===== src/rtl/sac_defines.svh =====
// Register offsets, field positions, reset values and timing counts of the converter control
`ifndef SAC_DEFINES_SVH
`define SAC_DEFINES_SVH
// ----------------------------------------
// Register word indexes (byte address = 4 x index)
// ----------------------------------------
`define SAC_IDX_CTRL0 3'h0
`define SAC_IDX_CTRL1 3'h1
`define SAC_IDX_RESH 3'h2
`define SAC_IDX_RESL 3'h3
`define SAC_IDX_REFTS 3'h4
`define SAC_IDX_STAT 3'h5
// ----------------------------------------
// converter_control_0 fields
// ----------------------------------------
`define SAC_C0_ON 0
`define SAC_C0_GO 1
`define SAC_C0_CHAN_LO 2
`define SAC_C0_CHAN_HI 6
// ----------------------------------------
// converter_control_1 fields
// ----------------------------------------
`define SAC_C1_PREF_LO 0
`define SAC_C1_PREF_HI 1
`define SAC_C1_NREF 2
`define SAC_C1_CS_LO 4
`define SAC_C1_CS_HI 6
`define SAC_C1_JUST 7
// ----------------------------------------
// reference_and_temp_sensor_control fields
// ----------------------------------------
`define SAC_RT_ADCG_LO 0
`define SAC_RT_ADCG_HI 1
`define SAC_RT_CDAG_LO 2
`define SAC_RT_CDAG_HI 3
`define SAC_RT_TEMP_SENSOR_RANGE 4
`define SAC_RT_TEMP_SENSOR_ENABLE 5
`define SAC_RT_RDY 6
`define SAC_RT_FVEN 7
// ----------------------------------------
// Status fields and reset values
// ----------------------------------------
`define SAC_ST_DONE 0
`define SAC_RST_CHAN 5'h00
`define SAC_RST_CS 3'h0
`define SAC_RST_PREF 2'h0
`define SAC_RST_GAIN 2'h0
// ----------------------------------------
// Conversion timing in half bit periods, RC clock select code and channel code limits
// ----------------------------------------
`define SAC_SETUP_HALVES 3
`define SAC_RC_SEL 2'h3
`define SAC_CHAN_LAST_PIN 5'h10
`define SAC_CHAN_TEMP 5'h1D
`endif


===== src/rtl/sac_pkg.sv =====
// Types shared by the converter control files
package sac_pkg;
   typedef enum logic [0:0] {
      SAC_IDLE,
      SAC_CONV
   } sac_state_type;
endpackage


===== src/rtl/sac_tad_if.sv =====
// Bit clock link between the converter control and its bit clock generator
`timescale 1ns/1ps
interface sac_tad_if;
   logic [2:0] clkSel;
   logic run;
   logic halfTick;
   modport gen (input clkSel, input run, output halfTick);
   modport user (output clkSel, output run, input halfTick);
endinterface


===== src/rtl/sac_adc_ctrl.sv =====
// Successive approximation converter control with temperature sensor channel
//
// Contract
// - Ten-bit successive approximation result kept in the high/low result pair.
// - Five-bit channel code picks pins 0-16, sensor, DAC or reference buffer.
// - Converter off disconnects every multiplexer input from the sample-and-hold.
// - Three-bit clock select: divide by 2,4,8,16,32,64 or RC oscillator.
// - One conversion lasts eleven and a half bit periods.
// - Justify bit 0 places result left, 1 places it right.
// - Positive reference field chooses external pin or supply rail.
// - Negative reference bit chooses external pin or ground.
// - Completion raises an interrupt request that can wake the device.
// - Divided clocks follow system clock changes; RC clock does not.
// - Temperature sensor powered only while its enable bit is set.
// - Sensor range bit set gives high range, clear gives low range.
// - Writing go while on starts; go with turn-on write is ignored.
// - Completion clears go, sets done flag, updates both result registers.
// - Clearing go early loads partial result, missing bits copy last bit.
`timescale 1ns/1ps
`include "sac_defines.svh"
module sac_adc_ctrl #(
   parameter int RES_W = 10
) (
   input wire logic clock,
   input wire logic rst_b,
   input wire logic [2:0] avs_address,
   input wire logic avs_read,
   input wire logic avs_write,
   input wire logic [31:0] avs_writedata,
   input wire logic [3:0] avs_byteenable,
   output logic [31:0] avs_readdata,
   output logic avs_waitrequest,
   input wire logic compIn,
   input wire logic rcOscIn,
   input wire logic fvrReadyIn,
   input wire logic sleepIn,
   output logic [4:0] channelSelect,
   output logic muxConnect,
   output logic sampleHold,
   output logic [RES_W-1:0] dacCode,
   output logic [1:0] posRefSel,
   output logic negRefSel,
   output logic tempSensorPower,
   output logic tempSensorRange,
   output logic fixedRefEnable,
   output logic [1:0] converterRefGain,
   output logic [1:0] peripheralRefGain,
   output logic convIrq,
   output logic wakeReq
);
   localparam int IDXW = $clog2(RES_W);
   localparam int LAST_DEC = `SAC_SETUP_HALVES + 2 * (RES_W - 1);
   localparam int HALVES = LAST_DEC + 2;

   // ----------------------------------------
   // Elaboration checks
   // ----------------------------------------
   // The result pair is sixteen bits wide and the half counter is six bits
   initial begin
      if (RES_W < 2 || RES_W > 16) begin
         $error("RES_W must lie between 2 and 16");
      end
   end

   logic ack_reg;
   logic [31:0] rdData_reg;
   logic onReg_reg;
   logic goReg_reg;
   logic [4:0] chan_reg;
   logic just_reg;
   logic [2:0] clkSel_reg;
   logic nref_reg;
   logic [1:0] pref_reg;
   logic fvEn_reg;
   logic temp_sensor_enable_reg;
   logic temp_sensor_range_reg;
   logic [1:0] cdaGain_reg;
   logic [1:0] adcGain_reg;
   logic done_reg;
   logic [RES_W-1:0] result_reg;
   logic [RES_W-1:0] sar_reg;
   logic [IDXW-1:0] bitIdx_reg;
   logic lastBit_reg;
   logic [5:0] halfCnt_reg;
   logic [1:0] compSync_reg;
   logic [1:0] rdySync_reg;
   sac_pkg::sac_state_type state_reg;
   logic wrAcc;
   logic rdAcc;
   logic wrC0;
   logic goWriteSet;
   logic goWriteClr;
   logic tick;
   logic decide;
   logic doneEv;
   logic abortEv;
   logic sleepKill;
   logic [15:0] resPair;

   sac_tad_if tadIf ();

   // ----------------------------------------
   // Helper functions
   // ----------------------------------------
   // Place the result in the sixteen-bit pair, unused bits zero
   function automatic logic [15:0] fmtResult(input logic [RES_W-1:0] r, input logic right);
      fmtResult = right ? 16'(r) : (16'(r) << (16 - RES_W));
   endfunction

   // Bits from the trial position down take the value of the last decided bit
   function automatic logic [RES_W-1:0] fillPartial(input logic [RES_W-1:0] d, input logic [IDXW-1:0] idx,
                                                    input logic b);
      logic [RES_W-1:0] f;
      f = d;
      for (int i = 0; i < RES_W; i++) begin
         if (i <= int'(idx)) begin
            f[i] = b;
         end
      end
      fillPartial = f;
   endfunction

   // Codes that really connect a source; the gap between pins and sensor connects nothing
   function automatic logic chanOk(input logic [4:0] c);
      chanOk = (c <= `SAC_CHAN_LAST_PIN) || (c >= `SAC_CHAN_TEMP);
   endfunction

   // ----------------------------------------
   // Pin synchronisers
   // ----------------------------------------
   // Comparator and reference-ready come from the analog side
   always_ff @(posedge clock) begin
      if (!rst_b) begin
         compSync_reg <= 2'h0;
         rdySync_reg <= 2'h0;
      end else begin
         compSync_reg <= {compSync_reg[0], compIn};
         rdySync_reg <= {rdySync_reg[0], fvrReadyIn};
      end
   end

   // ----------------------------------------
   // Avalon-MM slave
   // ----------------------------------------
   // Every access waits exactly one cycle; simpler than a zero-wait decode path
   assign avs_waitrequest = (avs_read || avs_write) && !ack_reg;
   assign wrAcc = avs_write && ack_reg && avs_byteenable[0];
   assign rdAcc = avs_read && !ack_reg;
   assign wrC0 = wrAcc && (avs_address == `SAC_IDX_CTRL0);
   assign avs_readdata = rdData_reg;
   assign resPair = fmtResult(result_reg, just_reg);

   // Acknowledge toggles so back-to-back requests each see one wait cycle
   always_ff @(posedge clock) begin
      if (!rst_b) begin
         ack_reg <= 1'b0;
      end else begin
         ack_reg <= (avs_read || avs_write) && !ack_reg;
      end
   end

   // Read data captured during the wait cycle, stands at the answering edge
   always_ff @(posedge clock) begin
      if (!rst_b) begin
         rdData_reg <= 32'h0000_0000;
      end else if (rdAcc) begin
         if (avs_address == `SAC_IDX_CTRL0) begin
            rdData_reg <= {25'h000_0000, chan_reg, goReg_reg, onReg_reg};
         end else if (avs_address == `SAC_IDX_CTRL1) begin
            rdData_reg <= {24'h00_0000, just_reg, clkSel_reg, 1'b0, nref_reg, pref_reg};
         end else if (avs_address == `SAC_IDX_RESH) begin
            rdData_reg <= {24'h00_0000, resPair[15:8]};
         end else if (avs_address == `SAC_IDX_RESL) begin
            rdData_reg <= {24'h00_0000, resPair[7:0]};
         end else if (avs_address == `SAC_IDX_REFTS) begin
            rdData_reg <= {24'h00_0000, fvEn_reg, rdySync_reg[1], temp_sensor_enable_reg, temp_sensor_range_reg, cdaGain_reg, adcGain_reg};
         end else if (avs_address == `SAC_IDX_STAT) begin
            rdData_reg <= {31'h0000_0000, done_reg};
         end else begin
            rdData_reg <= 32'h0000_0000;
         end
      end
   end

   // ----------------------------------------
   // Configuration registers
   // ----------------------------------------
   // Converter on, channel, clock, references and justification
   always_ff @(posedge clock) begin
      if (!rst_b) begin
         onReg_reg <= 1'b0;
         chan_reg <= `SAC_RST_CHAN;
         just_reg <= 1'b0;
         clkSel_reg <= `SAC_RST_CS;
         nref_reg <= 1'b0;
         pref_reg <= `SAC_RST_PREF;
      end else if (wrC0) begin
         onReg_reg <= avs_writedata[`SAC_C0_ON];
         chan_reg <= avs_writedata[`SAC_C0_CHAN_HI:`SAC_C0_CHAN_LO];
      end else if (wrAcc && avs_address == `SAC_IDX_CTRL1) begin
         just_reg <= avs_writedata[`SAC_C1_JUST];
         clkSel_reg <= avs_writedata[`SAC_C1_CS_HI:`SAC_C1_CS_LO];
         nref_reg <= avs_writedata[`SAC_C1_NREF];
         pref_reg <= avs_writedata[`SAC_C1_PREF_HI:`SAC_C1_PREF_LO];
      end
   end

   // Reference and temperature sensor control; the ready bit is read-only
   always_ff @(posedge clock) begin
      if (!rst_b) begin
         fvEn_reg <= 1'b0;
         temp_sensor_enable_reg <= 1'b0;
         temp_sensor_range_reg <= 1'b0;
         cdaGain_reg <= `SAC_RST_GAIN;
         adcGain_reg <= `SAC_RST_GAIN;
      end else if (wrAcc && avs_address == `SAC_IDX_REFTS) begin
         fvEn_reg <= avs_writedata[`SAC_RT_FVEN];
         temp_sensor_enable_reg <= avs_writedata[`SAC_RT_TEMP_SENSOR_ENABLE];
         temp_sensor_range_reg <= avs_writedata[`SAC_RT_TEMP_SENSOR_RANGE];
         cdaGain_reg <= avs_writedata[`SAC_RT_CDAG_HI:`SAC_RT_CDAG_LO];
         adcGain_reg <= avs_writedata[`SAC_RT_ADCG_HI:`SAC_RT_ADCG_LO];
      end
   end

   // ----------------------------------------
   // Go flag
   // ----------------------------------------
   // A go in the same write that turns the converter on is dropped
   assign goWriteSet = wrC0 && avs_writedata[`SAC_C0_GO] && avs_writedata[`SAC_C0_ON] && onReg_reg;
   assign goWriteClr = wrC0 && (!avs_writedata[`SAC_C0_GO] || !avs_writedata[`SAC_C0_ON]);

   // Hardware clears go on completion; a software clear mid-way aborts
   always_ff @(posedge clock) begin
      if (!rst_b) begin
         goReg_reg <= 1'b0;
      end else if (goWriteSet) begin
         goReg_reg <= 1'b1;
      end else if (goWriteClr || doneEv || sleepKill) begin
         goReg_reg <= 1'b0;
      end
   end

   // ----------------------------------------
   // Conversion sequencer
   // ----------------------------------------
   assign tadIf.clkSel = clkSel_reg;
   assign tadIf.run = (state_reg == sac_pkg::SAC_CONV);
   assign tick = tadIf.halfTick;
   // Decisions on odd half periods after the setup, final half ends it
   assign decide = tick && halfCnt_reg >= 6'(`SAC_SETUP_HALVES) && halfCnt_reg <= 6'(LAST_DEC)
                   && halfCnt_reg[0];
   assign doneEv = tadIf.run && tick && halfCnt_reg == 6'(HALVES - 1) && goReg_reg && !goWriteClr;
   assign abortEv = tadIf.run && goWriteClr && onReg_reg && !doneEv;
   // Without the RC clock, sleep stops the conversion and leaves no result
   assign sleepKill = tadIf.run && sleepIn && clkSel_reg[1:0] != `SAC_RC_SEL;

   sac_tad_gen tadGen (
      .clock(clock),
      .rst_b(rst_b),
      .rcOscIn(rcOscIn),
      .tadIf(tadIf)
   );

   // State, half-period count and approximation register
   always_ff @(posedge clock) begin
      if (!rst_b) begin
         state_reg <= sac_pkg::SAC_IDLE;
         halfCnt_reg <= 6'h00;
         sar_reg <= '0;
         bitIdx_reg <= '0;
         lastBit_reg <= 1'b0;
      end else begin
         case (state_reg)
            sac_pkg::SAC_IDLE: begin
               if (goReg_reg && onReg_reg && !goWriteClr) begin
                  state_reg <= sac_pkg::SAC_CONV;
                  halfCnt_reg <= 6'h00;
                  sar_reg <= RES_W'(1) << (RES_W - 1);
                  bitIdx_reg <= IDXW'(RES_W - 1);
                  lastBit_reg <= 1'b0;
               end
            end
            sac_pkg::SAC_CONV: begin
               if (doneEv || abortEv || sleepKill) begin
                  state_reg <= sac_pkg::SAC_IDLE;
               end else if (tick) begin
                  halfCnt_reg <= halfCnt_reg + 6'h01;
                  if (decide) begin
                     sar_reg[bitIdx_reg] <= compSync_reg[1];
                     lastBit_reg <= compSync_reg[1];
                     if (bitIdx_reg != '0) begin
                        sar_reg[bitIdx_reg - IDXW'(1)] <= 1'b1;
                        bitIdx_reg <= bitIdx_reg - IDXW'(1);
                     end
                  end
               end
            end
            default: state_reg <= sac_pkg::SAC_IDLE;
         endcase
      end
   end

   // ----------------------------------------
   // Result and done flag
   // ----------------------------------------
   // Both halves of the pair come from one register, so they always match
   always_ff @(posedge clock) begin
      if (!rst_b) begin
         result_reg <= '0;
      end else if (doneEv) begin
         result_reg <= sar_reg;
      end else if (abortEv) begin
         result_reg <= fillPartial(sar_reg, bitIdx_reg, lastBit_reg);
      end
   end

   // Sticky done flag, write one to clear; a completion in the clear cycle wins
   always_ff @(posedge clock) begin
      if (!rst_b) begin
         done_reg <= 1'b0;
      end else if (doneEv) begin
         done_reg <= 1'b1;
      end else if (wrAcc && avs_address == `SAC_IDX_STAT && avs_writedata[`SAC_ST_DONE]) begin
         done_reg <= 1'b0;
      end
   end

   // ----------------------------------------
   // Analog side controls
   // ----------------------------------------
   assign channelSelect = chan_reg;
   assign muxConnect = onReg_reg && chanOk(chan_reg);
   assign sampleHold = tadIf.run; // Holding while the approximation runs
   assign dacCode = sar_reg;
   assign posRefSel = pref_reg;
   assign negRefSel = nref_reg;
   assign tempSensorPower = temp_sensor_enable_reg;
   assign tempSensorRange = temp_sensor_range_reg;
   assign fixedRefEnable = fvEn_reg;
   assign converterRefGain = adcGain_reg;
   assign peripheralRefGain = cdaGain_reg;
   // Request stands until cleared; it also wakes a sleeping device
   assign convIrq = done_reg;
   assign wakeReq = done_reg && sleepIn;

   // ----------------------------------------
   // Checks
   // ----------------------------------------
   logic [5:0] chkTicks_reg;

   // Independent count of half periods seen during one conversion
   always_ff @(posedge clock) begin
      if (!rst_b || !tadIf.run) begin
         chkTicks_reg <= 6'h00;
      end else if (tick) begin
         chkTicks_reg <= chkTicks_reg + 6'h01;
      end
   end
endmodule // sac_adc_ctrl


===== src/rtl/sac_tad_gen.sv =====
// Bit clock generator: system clock divisions or the dedicated RC oscillator
`timescale 1ns/1ps
`include "sac_defines.svh"
module sac_tad_gen (
   input wire logic clock,
   input wire logic rst_b,
   input wire logic rcOscIn,
   sac_tad_if.gen tadIf
);
   logic [4:0] divCnt_reg;
   logic [2:0] rcSync_reg;
   logic rcSel;
   logic divHit;

   // Last divider count of the half bit period for each division setting, one less than its length in system cycles
   function automatic logic [4:0] halfLast(input logic [2:0] sel);
      case (sel)
         3'b000: halfLast = 5'h00;
         3'b100: halfLast = 5'h01;
         3'b001: halfLast = 5'h03;
         3'b101: halfLast = 5'h07;
         3'b010: halfLast = 5'h0F;
         default: halfLast = 5'h1F;
      endcase
   endfunction

   // ----------------------------------------
   // Dedicated RC oscillator capture
   // ----------------------------------------
   // Two stages before any logic looks at the oscillator, third stage for edges
   always_ff @(posedge clock) begin
      if (!rst_b) begin
         rcSync_reg <= 3'h0;
      end else begin
         rcSync_reg <= {rcSync_reg[1:0], rcOscIn};
      end
   end

   // ----------------------------------------
   // System clock divider
   // ----------------------------------------
   assign rcSel = (tadIf.clkSel[1:0] == `SAC_RC_SEL);
   assign divHit = (divCnt_reg == halfLast(tadIf.clkSel));

   // Counts system cycles, so the bit period follows any change of system clock
   always_ff @(posedge clock) begin
      if (!rst_b || !tadIf.run || divHit) begin
         divCnt_reg <= 5'h00;
      end else begin
         divCnt_reg <= divCnt_reg + 5'h01;
      end
   end

   // Each RC edge is one half period; the RC rate is independent of the system clock
   assign tadIf.halfTick = tadIf.run && (rcSel ? (rcSync_reg[2] != rcSync_reg[1]) : divHit);
endmodule // sac_tad_gen


===== config.mk =====
export PLATFORM = sky130hd
export DESIGN_NAME = sac_adc_ctrl
export DESIGN_NICKNAME = d
export VERILOG_FILES = /design/src/rtl/sac_pkg.sv /design/src/rtl/sac_tad_if.sv /design/src/rtl/sac_adc_ctrl.sv /design/src/rtl/sac_tad_gen.sv
export VERILOG_INCLUDE_DIRS = /design/src /design/src/rtl
export SDC_FILE = /design/constraint.sdc
export NUM_CORES = 1
export LEC_CHECK = 0
export BUFFER_PORTS_ARGS = -buffer_cell sky130_fd_sc_hd__buf_2
export CAP_MARGIN = 20
export CORE_ASPECT_RATIO = 0.75
export CORE_MARGIN = 1.5
export CORE_UTILIZATION = 49
export CTS_BUF_LIST = sky130_fd_sc_hd__clkbuf_8 sky130_fd_sc_hd__clkbuf_16
export DETAILED_ROUTE_END_ITERATION = 8
export PLACE_DENSITY_LB_ADDON = 0.08
export SLEW_MARGIN = 5
export SYNTH_ARGS = -nofsm -noshare
export SYNTH_HDL_FRONTEND = slang
export SYNTH_HIERARCHICAL = 1
export SYNTH_SLANG_ARGS = --single-unit

===== constraint.sdc =====
create_clock -name clock -period 2.8 [get_ports clock]
set_input_delay 0.56 -clock clock [delete_from_list [all_inputs] [get_ports clock]]
set_output_delay 0.56 -clock clock [all_outputs]
set_load 0.03 [all_outputs]

==> metrics.md <==
| Metric | Value |
|---|---|
| Status | `finished, final reports clean` |
| Post-synth top cells | `75 x dfxtp_1, 50 x nor2_1, 34 x a21oi_1` |
| DP HPWL | `8.616 mm` |
| DR vias | `4,308` |
| Worst skew pair latency | `0.34 ns` |
| Post-synth EDFFs | `0` |
| # setup viols final | `0` |
| CP max FO | `8` |
| Highest Signal Layer | `met4` |
| Deepest clock path buffer count | `2` |
| DR WL met3 | `about 950 um` |
| Skew final | `0.007175 ns` |
| Total wire length | `12.22 mm` |
| PD cells | `around 450 nW/um2` |
| Ys async rst share | `0%` |
| Crit-path cells | `buf_4 -> xor2_1 -> nor4_2 -> o32ai_2 -> a21boi_1 -> nand2_1 -> or4_4 -> buf_6 -> o211ai_1 -> mux2i_1 -> a21oi_1` |
| CP arrival | `3.00 ns` |
| CTS sink count | `75` |
| Initial Utilization | `between 50% and 60%` |
| Register area share after synthesis | `34.22%` |
| Peak supply drop | `0.0005382 V` |
| Slowest cell on crit path | `or4_4` |
| Global route total overflow | `0` |
| Final Cell Area | `5268 um2` |
| Top FF cell, synth | `dfxtp_1` |
| Initial antenna violation count | `0` |
| Max stage delay on crit path | `0.54 ns` |
| Met1 Routed Length | `5.923 mm` |
| Root Driver | `clkbuf_16` |
| CP startpoint kind | `flop` |
| Synth top area share | `34.22%` |
| Final net count | `657` |
| DR iter-0 viols | `368` |
| CP Capture Type | `flop` |
| RSZ-0062 raised after global routing | `true` |
| Final worst-path cycle share | `99.32%` |
| Die ar. | `9538 um2` |
| Slew at the pin with the worst max-slew slack | `~0.9 ns` |
| TritonCTS clock tree | `done` |
| DR vias/cell | `6.059` |
| RD Place Congestion | `0.9024` |
| Number of global-route vias before repair | `3,823` |
| Drt wl/cell | `~17 um` |
| Met2 Routed Length | `5.197 mm` |
| Final ANT Viol Nets | `0` |
| Syn Inst Count | `approximately 530` |
| WS Path Type | `reg2reg` |
| Final hold vios | `0` |
| Clock transition at the registers of the reported paths | `around 0.050 ns` |
| Slew Limit Fails | `0` |
| Normalized max-slew margin | `40.20%` |
| TNS Setup | `0 ns` |
| Post-Syn Area | `4388 um2` |
| Total track usage | `26.18%` |
| Buf+Inv Stages, Crit Path | `2` |
| R2r worst-path depth | `11` |
| Utilization after layout | `61.51%` |
| Die X-Extent | `112.3 um` |
| Hold WC Path Type | `in2reg` |
| Rows | `29` |
| Drt first pass iters | `7` |
| Required @ worst endpoint | `3.02 ns` |
| Layout cells sized above 1 | `25.04%` |
| Area grow syn2layout | `20.05%` |
| Final period demand of the worst path | `approximately 2.8 ns` |
| H-tree levels | `3` |
| Residual DRC | `0` |
| Largest net degree at the start of global routing | `30` |
| Ant diodes | `0` |
| Core footprint | `8563 um2` |
| Worst path depth | `11` |
| Static Leak | `around 2.2 nW` |
| Placed cell areas | `4823 um2` |
| First-pass GRT wire length | `19.95 mm` |
| Number of distinct library cells after synthesis | `66` |
| Hold-critical path depth | `2` |
| Synth area leader | `dfxtp_1` |
| I/O Buffers | `57` |
| Post-synthesis register bit count | `75` |
| Die Y | `84.96 um` |
| I/O pin total | `109` |
| Max-cap violations | `0` |
| Most common cell in the netlist | `dfxtp_1` |
| Fmax | `~360 MHz` |
| Main area contributors after synthesis | `dfxtp_1 34%, mux2i_1 6.2%, buf_4 4.6%, nor2_1 4.3%, a21oi_1 3.9%` |
| Avg Cell Area, Syn | `around 8.2 um2` |
| Largest delay share family, worst path | `simple AND/OR/NAND/NOR gates` |
| Synthesis Warnings | `6` |
| Num CTS Buffers | `9` |
[area by class of cell]
type	instances	area, um2
Fill cell	756	3296
Multi-Input combinational cell	407	2705
Sequential cell	75	1508
Timing Repair Buffer	93	598.1
Clock buffer	11	252.7
Tap cell	108	135.1
Inverter	14	52.55
Clock inverter	3	16.27
[path summary, 6_finish.rpt]
check | startpoint | end | slack, ns
hold / removal | fvrReadyIn | rdySync_reg[0]$_SDFF_PN0_ | 0.42
setup reg to reg | clkSel_reg[2]$_SDFFE_PN0P_ | result_reg[9]$_SDFFE_PN0P_ | 0.02
hold reg to reg | compSync_reg[0]$_SDFF_PN0_ | compSync_reg[1]$_SDFF_PN0_ | 0.43
setup / recovery | clkSel_reg[2]$_SDFFE_PN0P_ | result_reg[9]$_SDFFE_PN0P_ | 0.02
[layout by cell type, fill, tap and decap left out, types with 4 or more instances in the layout]
| master | netlist | routed |
|---|---|---|
| nand3_1 | 15 | 15 |
| nand4_1 | 8 | 8 |
| o211ai_1 | 6 | 6 |
| dfxtp_1 | 75 | 70 |
| nand3b_1 | 6 | 6 |
| mux2_2 | 5 | 5 |
| ha_1 | 10 | 10 |
| o21a_1 | 7 | 7 |
| nor4_1 | 7 | 5 |
| nor2_1 | 50 | 42 |
| nand2_1 | 33 | 33 |
| nor3_1 | 14 | 14 |
| and3_1 | 4 | 4 |
| mux2i_1 | 27 | 27 |
| dfxtp_2 | 0 | 5 |
| a31oi_1 | 7 | 7 |
| a21oi_1 | 34 | 34 |
| or3_1 | 5 | 5 |
| or4_1 | 6 | 4 |
| buf_4 | 27 | 27 |
| buf_2 | 1 | 57 |
| a221oi_1 | 4 | 4 |
| a211oi_1 | 14 | 7 |
| o2111ai_1 | 4 | 4 |
| buf_6 | 1 | 8 |
| a211oi_2 | 0 | 7 |
| nor2b_1 | 10 | 10 |
| o31ai_1 | 5 | 5 |
| inv_1 | 14 | 15 |
| and2_1 | 10 | 10 |
| xor2_1 | 5 | 5 |
| clkbuf_16 | 0 | 9 |
| a21boi_1 | 5 | 5 |
| o21ai_0 | 28 | 27 |
| conb_1 | 1 | 24 |
| o221ai_1 | 4 | 4 |
| nor2_2 | 0 | 6 |
[worst register-to-register path: stages (launching register included)]
cell      delay (ns)
dfxtp_2         0.32
buf_4           0.16
xor2_1          0.15
nor4_2          0.30
o32ai_2         0.14
a21boi_1        0.18
nand2_1         0.10
or4_4           0.54
buf_6           0.16
o211ai_1        0.26
mux2i_1         0.26
a21oi_1         0.09
[layer usage]
| layer | track usage [%] | vias to the layer above |
|---|---|---|
| met5 | 0 | - |
| met4 | 7.480 | 0 |
| met3 | 5.786 | 18 |
| met2 | 36.75 | 202 |
| met1 | 39.94 | 2035 |
| li1 | - | 2053 |
[where the power goes]
group	leakage (nW)	total (mW)	switching [mW]	internal [mW]
Clock	0.135	1.06	0.432	0.633
Combinational	1.43	0.192	0.141	0.0514
Sequential	0.609	1.09	0.00932	1.08
[per-stage QoR]
| stage | cells | power (mW) | hold slack (ns) | setup WS [ns] |
|---|---|---|---|---|
| global placement | 693 | 1.300 | 0.4154 | -0.07846 |
| global route | 711 | 2.425 | 0.4204 | -0.1336 |
| detailed placement | 693 | 1.302 | 0.4251 | -0.1073 |
| finish | 711 | 2.348 | 0.4233 | 0.01895 |
| floorplan | 555 | 1.267 | 0.4118 | 0.008753 |
| CTS | 709 | 2.368 | 0.4144 | 0.001408 |
[timing repair]
action / CTS / global route
pin swaps: 3 / 12
endpoints found under the setup margin: 21 / 31
hold endpoints to repair: 0 / 0
cloned: 1 / 1
hold buffers: 0 / 0
resized for setup: 5 / 36
setup buffers: 1 / 1
[cell families after synthesis]
logic type | synth area share (%)
AOI/OAI and AO/OA | 23.47
xor gates and xnor gates | 1.198
adders and majority gates | 2.851
buffers and inverters | 8.754
DFF | 34.22
muxes | 7.442
other | 0.08546
and+or+nand+nor | 21.98
(Power assumes the default switching activity.)
